--- config.mk ---
export PLATFORM = sky130hd
export DESIGN_NAME = oag_core
export DESIGN_NICKNAME = d
export VERILOG_FILES = /design/src/oag_pkg.sv /design/src/oag_ptr_mem.sv /design/src/oag_core.sv
export SDC_FILE = /design/constraint.sdc
export NUM_CORES = 1
export LEC_CHECK = 0
export BUFFER_PORTS_ARGS = -buffer_cell sky130_fd_sc_hd__buf_2
export CAP_MARGIN = 20
export CORE_MARGIN = 10
export CORE_UTILIZATION = 35
export DETAILED_ROUTE_END_ITERATION = 7
export GPL_TIMING_DRIVEN = 0
export PLACE_DENSITY = 0.58
export SLEW_MARGIN = 40
export SYNTH_ARGS = -nofsm -noshare
export SYNTH_HDL_FRONTEND = slang
export SYNTH_SLANG_ARGS = --single-unit
--- constraint.sdc ---
create_clock -name i_clk -period 8.3 [get_ports i_clk]
set_input_delay 0 -clock i_clk [delete_from_list [all_inputs] [get_ports i_clk]]
set_output_delay 0 -clock i_clk [all_outputs]
set_load 0.05 [all_outputs]
--- src/oag_pkg.sv ---
// Shared constants and types for the operand address generator.
// Assumes a 16-bit address space and big-endian multi-byte operands.
package oag_pkg;

  // ----------------------------------------------------------------
  // Widths and reset values
  // ----------------------------------------------------------------
  localparam int          OAG_AW       = 16;    // Address width
  localparam int          OAG_PTR_NUM  = 4;     // Pointer register count
  localparam logic [7:0]  OAG_PAGE_RST = 8'h00; // Page base after reset
  localparam logic [15:0] OAG_PTR_RST  = 16'h0000;

  // ----------------------------------------------------------------
  // Postbyte field positions and codes
  // ----------------------------------------------------------------
  localparam int OAG_PB_IDX_BIT = 7;  // Set: nibble-coded variation
  localparam int OAG_PB_IND_BIT = 4;  // Indirect flag / 5-bit sign
  localparam int OAG_PB_SEL_HI  = 6;  // Pointer select field, upper
  localparam int OAG_PB_SEL_LO  = 5;  // Pointer select field, lower
  localparam logic [7:0] OAG_PB_EXT_IND = 8'h9F; // Extended indirect

  localparam logic [3:0] OAG_NIB_INC1   = 4'h0;
  localparam logic [3:0] OAG_NIB_INC2   = 4'h1;
  localparam logic [3:0] OAG_NIB_DEC1   = 4'h2;
  localparam logic [3:0] OAG_NIB_DEC2   = 4'h3;
  localparam logic [3:0] OAG_NIB_ZERO   = 4'h4;
  localparam logic [3:0] OAG_NIB_ACC_LO = 4'h5;
  localparam logic [3:0] OAG_NIB_ACC_HI = 4'h6;
  localparam logic [3:0] OAG_NIB_OFF8   = 4'h8;
  localparam logic [3:0] OAG_NIB_OFF16  = 4'h9;
  localparam logic [3:0] OAG_NIB_ACC_D  = 4'hB;
  localparam logic [3:0] OAG_NIB_PC8    = 4'hC;
  localparam logic [3:0] OAG_NIB_PC16   = 4'hD;
  localparam logic [3:0] OAG_NIB_EXT    = 4'hF;

  // ----------------------------------------------------------------
  // Extra cycle counts per variation, entry n is nibble n
  // ----------------------------------------------------------------
  localparam logic [15:0][3:0] OAG_CYC_TBL = {
    4'h0, 4'h0, 4'h5, 4'h1, 4'h4, 4'h0, 4'h4, 4'h1,
    4'h0, 4'h1, 4'h1, 4'h0, 4'h3, 4'h2, 4'h3, 4'h2};
  localparam logic [3:0] OAG_CYC_OFF5    = 4'h1; // 5-bit offset form
  localparam logic [3:0] OAG_CYC_IND     = 4'h3; // Added by indirection
  localparam logic [3:0] OAG_CYC_EXT_IND = 4'h5; // Extended indirect
  localparam logic [1:0] OAG_BYTES_EXT   = 2'h2; // Extended address

  // ----------------------------------------------------------------
  // Types
  // ----------------------------------------------------------------
  typedef enum logic [2:0] {
    OAG_MODE_INH, OAG_MODE_IMM, OAG_MODE_EXT,
    OAG_MODE_DIR, OAG_MODE_REG, OAG_MODE_IDX
  } oag_mode_t;

  typedef struct packed {
    oag_mode_t   mode;  // Addressing mode from the opcode
    logic        wide;  // Immediate operand is two bytes
    logic [15:0] pc;    // Address of the byte after the opcode
  } oag_req_t;

  typedef struct packed {
    logic [15:0] ea;          // Final operand address
    logic [15:0] next_pc;     // Address after all consumed bytes
    logic [15:0] ptr_value;   // Selected pointer after any update
    logic [7:0]  postbyte;    // Postbyte, zero when none fetched
    logic [3:0]  extra_cyc;   // Extra cycles of the variation
    logic [1:0]  extra_bytes; // Extra bytes of the variation
    logic        undef;       // Undefined postbyte seen
  } oag_res_t;

endpackage

--- src/oag_ptr_mem.sv ---
// Pointer register storage: four 16-bit entries, one write port,
// one read port whose data come out of a register.
// Assumes writes and reads are on the same processor clock.
`timescale 1ns/1ps
module oag_ptr_mem
  import oag_pkg::*;
(
  input  wire logic        i_clk,
  input  wire logic        i_sys_rst,
  input  wire logic        i_wr,
  input  wire logic [1:0]  i_waddr,
  input  wire logic [15:0] i_wdata,
  input  wire logic [1:0]  i_raddr,
  output logic [15:0]      o_rdata
);

  // ----------------------------------------------------------------
  // Storage
  // ----------------------------------------------------------------
  logic [15:0] mem_reg  [OAG_PTR_NUM];  // Entries
  logic [15:0] mem_next [OAG_PTR_NUM];  // Next entry values
  logic [15:0] rd_next;                 // Next read data

  // One entry per loop pass; each only reacts to its own address
  for (genvar g = 0; g < OAG_PTR_NUM; g++) begin : g_ent
    always_comb begin
      mem_next[g] = mem_reg[g];
      if (i_wr && (i_waddr == 2'(g))) begin
        mem_next[g] = i_wdata;
      end
    end
    always_ff @(posedge i_clk) begin
      if (i_sys_rst) begin
        mem_reg[g] <= OAG_PTR_RST;
      end else begin
        mem_reg[g] <= mem_next[g];
      end
    end
  end

  // Read data registered, so old value is seen on a same-cycle write
  always_comb begin
    rd_next = mem_reg[i_raddr];
  end

  always_ff @(posedge i_clk) begin
    if (i_sys_rst) begin
      o_rdata <= OAG_PTR_RST;
    end else begin
      o_rdata <= rd_next;
    end
  end

endmodule

--- src/oag_core.sv ---
// Operand effective address generator.
// Assumes the decode stage gives one request at a time while idle and
// a memory read port that answers each read with a one-cycle ack.
//
// Summary of operation
// - Inherent mode: no address bytes fetched
// - Immediate operand is next one or two bytes
// - Extended: two following bytes form absolute address
// - Postbyte 9F: fetched address holds effective address
// - Direct: page base high, fetched byte low
// - Page base register clears to zero on reset
// - Direct mode never uses indirection
// - Register mode fetches one postbyte selecting registers
// - Bit7 clear: add signed 5-bit offset, no bytes
// - Bits 6:5 pick pointer: X, Y, U, S
// - Bit7 set: bit4 indirect, bits 3:0 variation
// - Nibble 0100 uses pointer directly
// - Constant offsets: one or two bytes, pointer kept
// - Accumulator offsets added signed, nothing modified
// - Auto increment: use pointer, then add one/two
// - Auto decrement: subtract first, then use it
// - PC relative adds 8/16-bit offset to PC
// - Indirect reads high byte first as final address
// - No indirection for by-one or 5-bit forms
// - Hold address, update pointer, report updated pointer
// - Report extra cycles and bytes per variation
// - All address arithmetic wraps at 16 bits
`timescale 1ns/1ps
module oag_core
  import oag_pkg::*;
(
  input  wire logic        i_clk,
  input  wire logic        i_sys_rst,
  input  wire logic        i_req,        // Request strobe, idle only
  input  wire oag_req_t    i_req_data,   // Mode, size, start address
  input  wire logic [7:0]  i_high_accumulator,
  input  wire logic [7:0]  i_low_accumulator,
  input  wire logic        i_ptr_wr,     // Load a pointer register
  input  wire logic [1:0]  i_ptr_sel,
  input  wire logic [15:0] i_ptr_data,
  input  wire logic        i_page_wr,    // Load the page base
  input  wire logic [7:0]  i_page_data,
  input  wire logic        i_mem_ack,    // Read data valid
  input  wire logic [7:0]  i_mem_data,
  output logic             o_mem_rd,     // Read request level
  output logic [15:0]      o_mem_addr,
  output logic             o_busy,
  output logic             o_done,       // Result valid, one cycle
  output oag_res_t         o_res,
  output logic [7:0]       o_page_base_register
);

  // ----------------------------------------------------------------
  // State
  // ----------------------------------------------------------------
  typedef enum logic [2:0] {
    S_IDLE, S_POST, S_OPND, S_PTR, S_CALC, S_IND, S_DONE
  } oag_state_t;

  oag_state_t  state_reg,  state_next;    // Sequencer
  oag_mode_t   mode_reg,   mode_next;     // Mode in progress
  logic [15:0] pc_reg,     pc_next;       // Instruction byte address
  logic [15:0] ind_reg,    ind_next;      // Indirect read address
  logic [7:0]  post_reg,   post_next;     // Postbyte
  logic [15:0] buf_reg,    buf_next;      // Fetched bytes, big-endian
  logic [1:0]  cnt_reg,    cnt_next;      // Bytes still to fetch
  logic [7:0]  page_reg,   page_next;     // Page base register
  oag_res_t    res_reg,    res_next;      // Result holding register

  logic [15:0] ptr_rdata;                 // Selected pointer value
  logic        ptr_upd;                   // Auto update this cycle
  logic [15:0] ptr_new;                   // Updated pointer value
  logic [15:0] ea_calc;                   // Indexed address
  logic        undef;                     // Undefined postbyte
  logic        ind;                       // Indirection taken
  logic [3:0]  nib;                       // Variation nibble
  logic [15:0] off5;                      // Sign-extended 5-bit offset
  logic [15:0] off8;                      // Sign-extended byte offset
  logic [15:0] base;                      // Pointer or PC
  logic        wr_en;                     // Pointer memory write
  logic [1:0]  wr_addr;
  logic [15:0] wr_data;

  // ----------------------------------------------------------------
  // Offset bytes that follow a postbyte
  // ----------------------------------------------------------------
  function automatic logic [1:0] off_bytes(input logic [7:0] pb);
    logic [1:0] n;
    n = 2'h0;
    if (pb[OAG_PB_IDX_BIT]) begin
      case (pb[3:0])
        OAG_NIB_OFF8, OAG_NIB_PC8:   n = 2'h1;
        OAG_NIB_OFF16, OAG_NIB_PC16: n = 2'h2;
        OAG_NIB_EXT: begin
          // Only the exact code carries an address; others fetch none
          if (pb == OAG_PB_EXT_IND) begin
            n = OAG_BYTES_EXT;
          end
        end
        default:                     n = 2'h0;
      endcase
    end
    return n;
  endfunction

  // ----------------------------------------------------------------
  // Pointer storage; external loads yield to auto updates
  // ----------------------------------------------------------------
  assign wr_en   = ptr_upd | i_ptr_wr;
  assign wr_addr = ptr_upd ? post_reg[OAG_PB_SEL_HI:OAG_PB_SEL_LO]
                           : i_ptr_sel;
  assign wr_data = ptr_upd ? ptr_new : i_ptr_data;

  oag_ptr_mem u_ptr_mem (
    .i_clk     (i_clk),
    .i_sys_rst (i_sys_rst),
    .i_wr      (wr_en),
    .i_waddr   (wr_addr),
    .i_wdata   (wr_data),
    .i_raddr   (post_reg[OAG_PB_SEL_HI:OAG_PB_SEL_LO]),
    .o_rdata   (ptr_rdata)
  );

  // ----------------------------------------------------------------
  // Indexed address arithmetic, all 16-bit and wrapping
  // ----------------------------------------------------------------
  always_comb begin
    nib     = post_reg[3:0];
    off5    = {{11{post_reg[OAG_PB_IND_BIT]}}, post_reg[4:0]};
    off8    = {{8{buf_reg[7]}}, buf_reg[7:0]};
    ptr_new = ptr_rdata;
    ptr_upd = 1'b0;
    undef   = 1'b0;
    // PC relative ignores the select field; PC is past the offset
    base    = ((nib == OAG_NIB_PC8) || (nib == OAG_NIB_PC16))
              ? pc_reg : ptr_rdata;
    ea_calc = base;
    if (!post_reg[OAG_PB_IDX_BIT]) begin
      ea_calc = ptr_rdata + off5;
    end else begin
      case (nib)
        OAG_NIB_INC1: begin
          ptr_new = ptr_rdata + 16'h0001;
          ptr_upd = 1'b1;
        end
        OAG_NIB_INC2: begin
          ptr_new = ptr_rdata + 16'h0002;
          ptr_upd = 1'b1;
        end
        OAG_NIB_DEC1: begin
          ptr_new = ptr_rdata - 16'h0001;
          ea_calc = ptr_new;
          ptr_upd = 1'b1;
        end
        OAG_NIB_DEC2: begin
          ptr_new = ptr_rdata - 16'h0002;
          ea_calc = ptr_new;
          ptr_upd = 1'b1;
        end
        OAG_NIB_ZERO:   ea_calc = base;
        OAG_NIB_ACC_LO: ea_calc = base +
                          {{8{i_low_accumulator[7]}}, i_low_accumulator};
        OAG_NIB_ACC_HI: ea_calc = base +
                          {{8{i_high_accumulator[7]}}, i_high_accumulator};
        OAG_NIB_ACC_D:  ea_calc = base +
                          {i_high_accumulator, i_low_accumulator};
        OAG_NIB_OFF8, OAG_NIB_PC8:   ea_calc = base + off8;
        OAG_NIB_OFF16, OAG_NIB_PC16: ea_calc = base + buf_reg;
        OAG_NIB_EXT: begin
          ea_calc = buf_reg;
          undef   = (post_reg != OAG_PB_EXT_IND);
        end
        // Unlisted nibbles: act as zero offset, flagged
        default: undef = 1'b1;
      endcase
      // By-one auto modes have no indirect form
      if (post_reg[OAG_PB_IND_BIT] &&
          ((nib == OAG_NIB_INC1) || (nib == OAG_NIB_DEC1))) begin
        undef = 1'b1;
      end
      if (undef) begin
        ea_calc = ptr_rdata;
        ptr_new = ptr_rdata;
        ptr_upd = 1'b0;
      end
    end
    // Only the CALC cycle commits an update
    if (state_reg != S_CALC) begin
      ptr_upd = 1'b0;
    end
    // 5-bit form never indirect; its bit 4 is a sign bit
    ind = post_reg[OAG_PB_IDX_BIT] & post_reg[OAG_PB_IND_BIT] &
          ~undef;
  end

  // ----------------------------------------------------------------
  // Sequencer next values
  // ----------------------------------------------------------------
  always_comb begin
    state_next = state_reg;
    mode_next  = mode_reg;
    pc_next    = pc_reg;
    ind_next   = ind_reg;
    post_next  = post_reg;
    buf_next   = buf_reg;
    cnt_next   = cnt_reg;
    page_next  = page_reg;
    res_next   = res_reg;
    // Software loads of the page base only while idle
    if (i_page_wr && (state_reg == S_IDLE)) begin
      page_next = i_page_data;
    end
    case (state_reg)
      S_IDLE: begin
        if (i_req) begin
          mode_next = i_req_data.mode;
          pc_next   = i_req_data.pc;
          post_next = 8'h00;
          buf_next  = 16'h0000;
          res_next  = '0;
          case (i_req_data.mode)
            OAG_MODE_INH: begin
              res_next.next_pc = i_req_data.pc;
              state_next       = S_DONE;
            end
            OAG_MODE_IMM: begin
              res_next.ea      = i_req_data.pc;
              res_next.next_pc = i_req_data.wide
                                 ? i_req_data.pc + 16'h0002
                                 : i_req_data.pc + 16'h0001;
              state_next       = S_DONE;
            end
            OAG_MODE_EXT: begin
              cnt_next   = 2'h2;
              state_next = S_OPND;
            end
            OAG_MODE_DIR: begin
              cnt_next   = 2'h1;
              state_next = S_OPND;
            end
            // Register and indexed forms both start with a postbyte
            default: state_next = S_POST;
          endcase
        end
      end
      S_POST: begin
        if (i_mem_ack) begin
          post_next = i_mem_data;
          pc_next   = pc_reg + 16'h0001;
          res_next.postbyte = i_mem_data;
          if (mode_reg == OAG_MODE_REG) begin
            res_next.next_pc = pc_reg + 16'h0001;
            state_next       = S_DONE;
          end else begin
            cnt_next   = off_bytes(i_mem_data);
            state_next = (off_bytes(i_mem_data) == 2'h0) ? S_PTR
                                                         : S_OPND;
          end
        end
      end
      S_OPND: begin
        if (i_mem_ack) begin
          buf_next = {buf_reg[7:0], i_mem_data};      // High byte first
          pc_next  = pc_reg + 16'h0001;
          cnt_next = cnt_reg - 2'h1;
          if (cnt_reg == 2'h1) begin
            res_next.next_pc = pc_reg + 16'h0001;
            if (mode_reg == OAG_MODE_EXT) begin
              res_next.ea = buf_next;
              state_next  = S_DONE;
            end else if (mode_reg == OAG_MODE_DIR) begin
              // No indirect path exists from here
              res_next.ea = {page_reg, i_mem_data};
              state_next  = S_DONE;
            end else begin
              state_next  = S_PTR;
            end
          end
        end
      end
      // Pointer memory answers one cycle after the select is stable
      S_PTR: state_next = S_CALC;
      S_CALC: begin
        // Address held before the pointer is rewritten
        res_next.ea        = ea_calc;
        res_next.ptr_value = ptr_new;
        res_next.next_pc   = pc_reg;
        res_next.undef     = undef;
        res_next.extra_bytes = undef ? 2'h0 : off_bytes(post_reg);
        if (undef) begin
          res_next.extra_cyc = 4'h0;
        end else if (!post_reg[OAG_PB_IDX_BIT]) begin
          res_next.extra_cyc = OAG_CYC_OFF5;
        end else if (post_reg == OAG_PB_EXT_IND) begin
          res_next.extra_cyc = OAG_CYC_EXT_IND;
        end else begin
          res_next.extra_cyc = OAG_CYC_TBL[nib] +
                               (ind ? OAG_CYC_IND : 4'h0);
        end
        if (ind) begin
          ind_next   = ea_calc;
          cnt_next   = 2'h2;
          state_next = S_IND;
        end else begin
          state_next = S_DONE;
        end
      end
      S_IND: begin
        if (i_mem_ack) begin
          buf_next = {buf_reg[7:0], i_mem_data};
          ind_next = ind_reg + 16'h0001;
          cnt_next = cnt_reg - 2'h1;
          if (cnt_reg == 2'h1) begin
            res_next.ea = buf_next;
            state_next  = S_DONE;
          end
        end
      end
      S_DONE:  state_next = S_IDLE;
      default: state_next = S_IDLE;
    endcase
  end

  // ----------------------------------------------------------------
  // Sequencer registers
  // ----------------------------------------------------------------
  always_ff @(posedge i_clk) begin
    if (i_sys_rst) begin
      state_reg <= S_IDLE;
      mode_reg  <= OAG_MODE_INH;
      pc_reg    <= 16'h0000;
      ind_reg   <= 16'h0000;
      post_reg  <= 8'h00;
      buf_reg   <= 16'h0000;
      cnt_reg   <= 2'h0;
      page_reg  <= OAG_PAGE_RST;
      res_reg   <= '0;
    end else begin
      state_reg <= state_next;
      mode_reg  <= mode_next;
      pc_reg    <= pc_next;
      ind_reg   <= ind_next;
      post_reg  <= post_next;
      buf_reg   <= buf_next;
      cnt_reg   <= cnt_next;
      page_reg  <= page_next;
      res_reg   <= res_next;
    end
  end

  // ----------------------------------------------------------------
  // Outputs
  // ----------------------------------------------------------------
  assign o_mem_rd   = (state_reg == S_POST) || (state_reg == S_OPND) ||
                      (state_reg == S_IND);
  assign o_mem_addr = (state_reg == S_IND) ? ind_reg : pc_reg;
  assign o_busy     = (state_reg != S_IDLE);
  assign o_done     = (state_reg == S_DONE);
  assign o_res      = res_reg;
  assign o_page_base_register = page_reg;

endmodule

==> key figures <==
STA
  – Tcrit/Tclk final: 0.641
  – Maximum clock rate: 0.188 GHz
  – Hold WS: 0.0891 ns
  – Final Worst Setup Slack: 2.98 ns
  – Final Max Slew Viols: 0
  – Sum Neg Setup Slack: 0 ns
  – Worst slew pin tran: 0.972 ns
  – Setup Viol. Count Final: 0
  – Min Tclk post-route: 5.32 ns
  – RSZ-0062 raised after global routing: no
  – Normalized max-slew margin: 0.352
  – Final hold vios: 0
  – Clk_skew: 0.0299 ns

Cells and area
  – Max FFs per register: 64
  – Fill count: 4043
  – Final instance area: 0.0169 mm^2
  – Final #Nets: 2115
  – Post-layout util: 0.435
  – Layout cells sized above 1: 0.152
  – Fin cells: 2531
  – Syn-to-layout area delta: 21.8%

Status
  – Outcome: finished clean

Setup path
  – Critical setup path kind: reg2reg
  – CP Capture Type: register
  – Startpoint Class: register
  – WP data required: 8.73 ns
  – WP data arrival: 5.75 ns
  – Crit Path Max Fanout: 11
  – R2r setup slk: 2.98 ns

Drt
  – DR vias: 15.1k
  – Initial DRC count: 2116
  – First-pass iteration count of the detailed router: 6
  – DR WL/cell: 26.6 um
  – Vias/cell: 5.96
  – Final wirelength: 67.2 mm
  – Final routed DRC violation total: 0
  – Final ANT Viol Nets: 0

Logic synthesis
  – Sequential share of the synthesized area: 0.349
  – Post-Syn Area: 0.0139 mm^2
  – Mapped Cells: 1741
  – Most common cell in the synthesized netlist: nand2_1
  – FF+latch count, synth: 210
  – Netlist cell types: 83
  – Synth async-reset ratio: 0
  – Yosys Warn Count: 0
  – Most instantiated cells after synthesis: 243 x nand2_1, 198 x nor2_1, 172 x a21oi_1, 146 x dfxtp_1, 110 x o21ai_0
  – EDFF count, synth: 64
  – Synth Area per Inst: 7.98 um^2
  – Yosys top cell by area: dfxtp_1
  – Area contributors post-synth: dfxtp_1 21%, edfxtp_1 14%, nand2_1 6.6%
  – Yosys top cell area share: 0.210
  – Net count after synthesis: 1864
  – Most used DFF post-synth: dfxtp_1

Floorplanning
  – Initial Util: 0.357
  – Die Height: 219 um
  – Chip Width: 219 um
  – Core Area: 0.0389 mm^2
  – # IOs: 166
  – Die area: 0.0480 mm^2
  – Row Count: 72

Global route
  – Tot GR Track Use: 0.269
  – Vias in the first global route: 14.4k
  – Initial antenna violation count: 3
  – First-pass GRT wire length: 96.4 mm
  – Grt ovf: 0
  – Largest net degree at the start of global routing: 20

Place
  – Final RePlAce weighted congestion: 0.973
  – Area post-placement: 0.0154 mm^2
  – IO buf count: 162
  – Placed cell count: 2421
  – Pre-CTS WS: 3.23 ns
  – Hpwl dp: 51.1 mm

Worst hold path
  – Hold Path Class: in2reg

CTS
  – Clock Path Buffers: 3
  – Post-CTS resize count: 0
  – CTS clk-pin slew, worst paths: 0.06 ns
  – Worst skew pair latency: 0.57 ns
  – CTS tree: yes
  – Clk root buf: clkbuf_16
  – CTS buffer count: 26
  – Clock sinks: 210
  – H-tree depth: 1

Pwr
  – VDD IR max: 0.160 mV
  – Overall Power: 4.54 mW
  – P_leak: 6.74 nW
  – Power density over cell area: 268 mW/mm^2

Run
  – Max-Cap Viols: 0
cell type report:
class	count	area, um^2	area share
Multi-Input combinational cell	1377	8500	0.502
Sequential cell	210	4850	0.287
Timing Repair Buffer	223	1420	0.0840
Clock buffer	38	787	0.0465
Tap cell	518	648	0.0383
Buffer	125	519	0.0307
Inverter	29	109	0.00644
Clock inverter	10	81.3	0.00481
Antenna cell	1	2.50	0.000148
worst paths after layout:
| path | startpoint | to | depth (start not counted) |
|---|---|---|---|
| worst max-delay path | post_reg[1] | ind_reg[15] | 13 |
| worst min-delay path | i_mem_ack | o_res[51] | 5 |
| worst max register to register | post_reg[1] | ind_reg[15] | 13 |
| worst min register to register | cnt_reg[1] | cnt_reg[1] | 2 |
power breakdown:
part | internal (mW) | total, mW | switching, mW
clock | 0.686 | 1.17 | 0.486
sequential | 1.19 | 1.35 | 0.159
combinational | 0.542 | 2.01 | 1.47
routing by layer:
| metal | track usage | wire length [um] | share of wire | vias up |
|---|---|---|---|---|
| met5 | 0 | 57 | 0.00085 | - |
| met4 | 0.123 | 3060 | 0.046 | 4 |
| li1 | - | - | - | 6875 |
| met2 | 0.396 | 28700 | 0.43 | 842 |
| met1 | 0.361 | 28300 | 0.42 | 7221 |
| met3 | 0.0710 | 7130 | 0.11 | 155 |
worst max-delay path, stage by stage, from the launching register on:
cell and delay (ns):
dfxtp_1 0.66, nor4bb_1 0.68, clkbuf_1 0.53, nor2_1 0.34
a221o_1 0.42, ha_1 0.32, a211oi_1 0.38, o211ai_1 0.28
nand3_1 0.13, a31oi_1 0.13, o41ai_2 0.58, xnor2_1 0.20
a21oi_1 0.39, o22ai_1 0.14
what timing repair did:
action / CTS / global route
endpoints found under the hold margin: 126 / 0
buffers inserted: 0 / 0
hold buffers: 61 / 0
cells by family (layout without fill, tap and decap cells):
logic type	after synthesis	in the layout	share of synthesized area
AOI/OAI and AO/OA	501	501	0.228
DFF	210	210	0.349
xor gates and xnor gates	70	70	0.0441
other	0	1	0
adders and majority gates	47	47	0.0440
buffers and inverters	154	425	0.0444
and+or+nand+nor	709	709	0.239
muxes	50	50	0.0519
placed cells by master, fill, tap and decap left out, types with 16 or more instances in the layout:
cell           count
dfxtp_1          145
a31oi_1           24
clkbuf_1          90
inv_1             28
a211oi_1          21
a222oi_1          17
a22oi_1           21
mux2_2            16
buf_2            181
o21ai_0          109
mux4_2            16
and3_1            26
mux2i_1           18
nand2_1          240
clkbuf_16         27
nor3_1            27
o211ai_1          16
dlygate4sd3_1     61
or3_1             16
a21o_1            21
and2_1            25
xnor2_1           44
xor2_1            26
a21oi_1          172
edfxtp_1          64
nand3_1           69
nor2b_1           18
nor2_1           198
ha_1              44
Note: power is estimated with default switching activity, not from simulation.
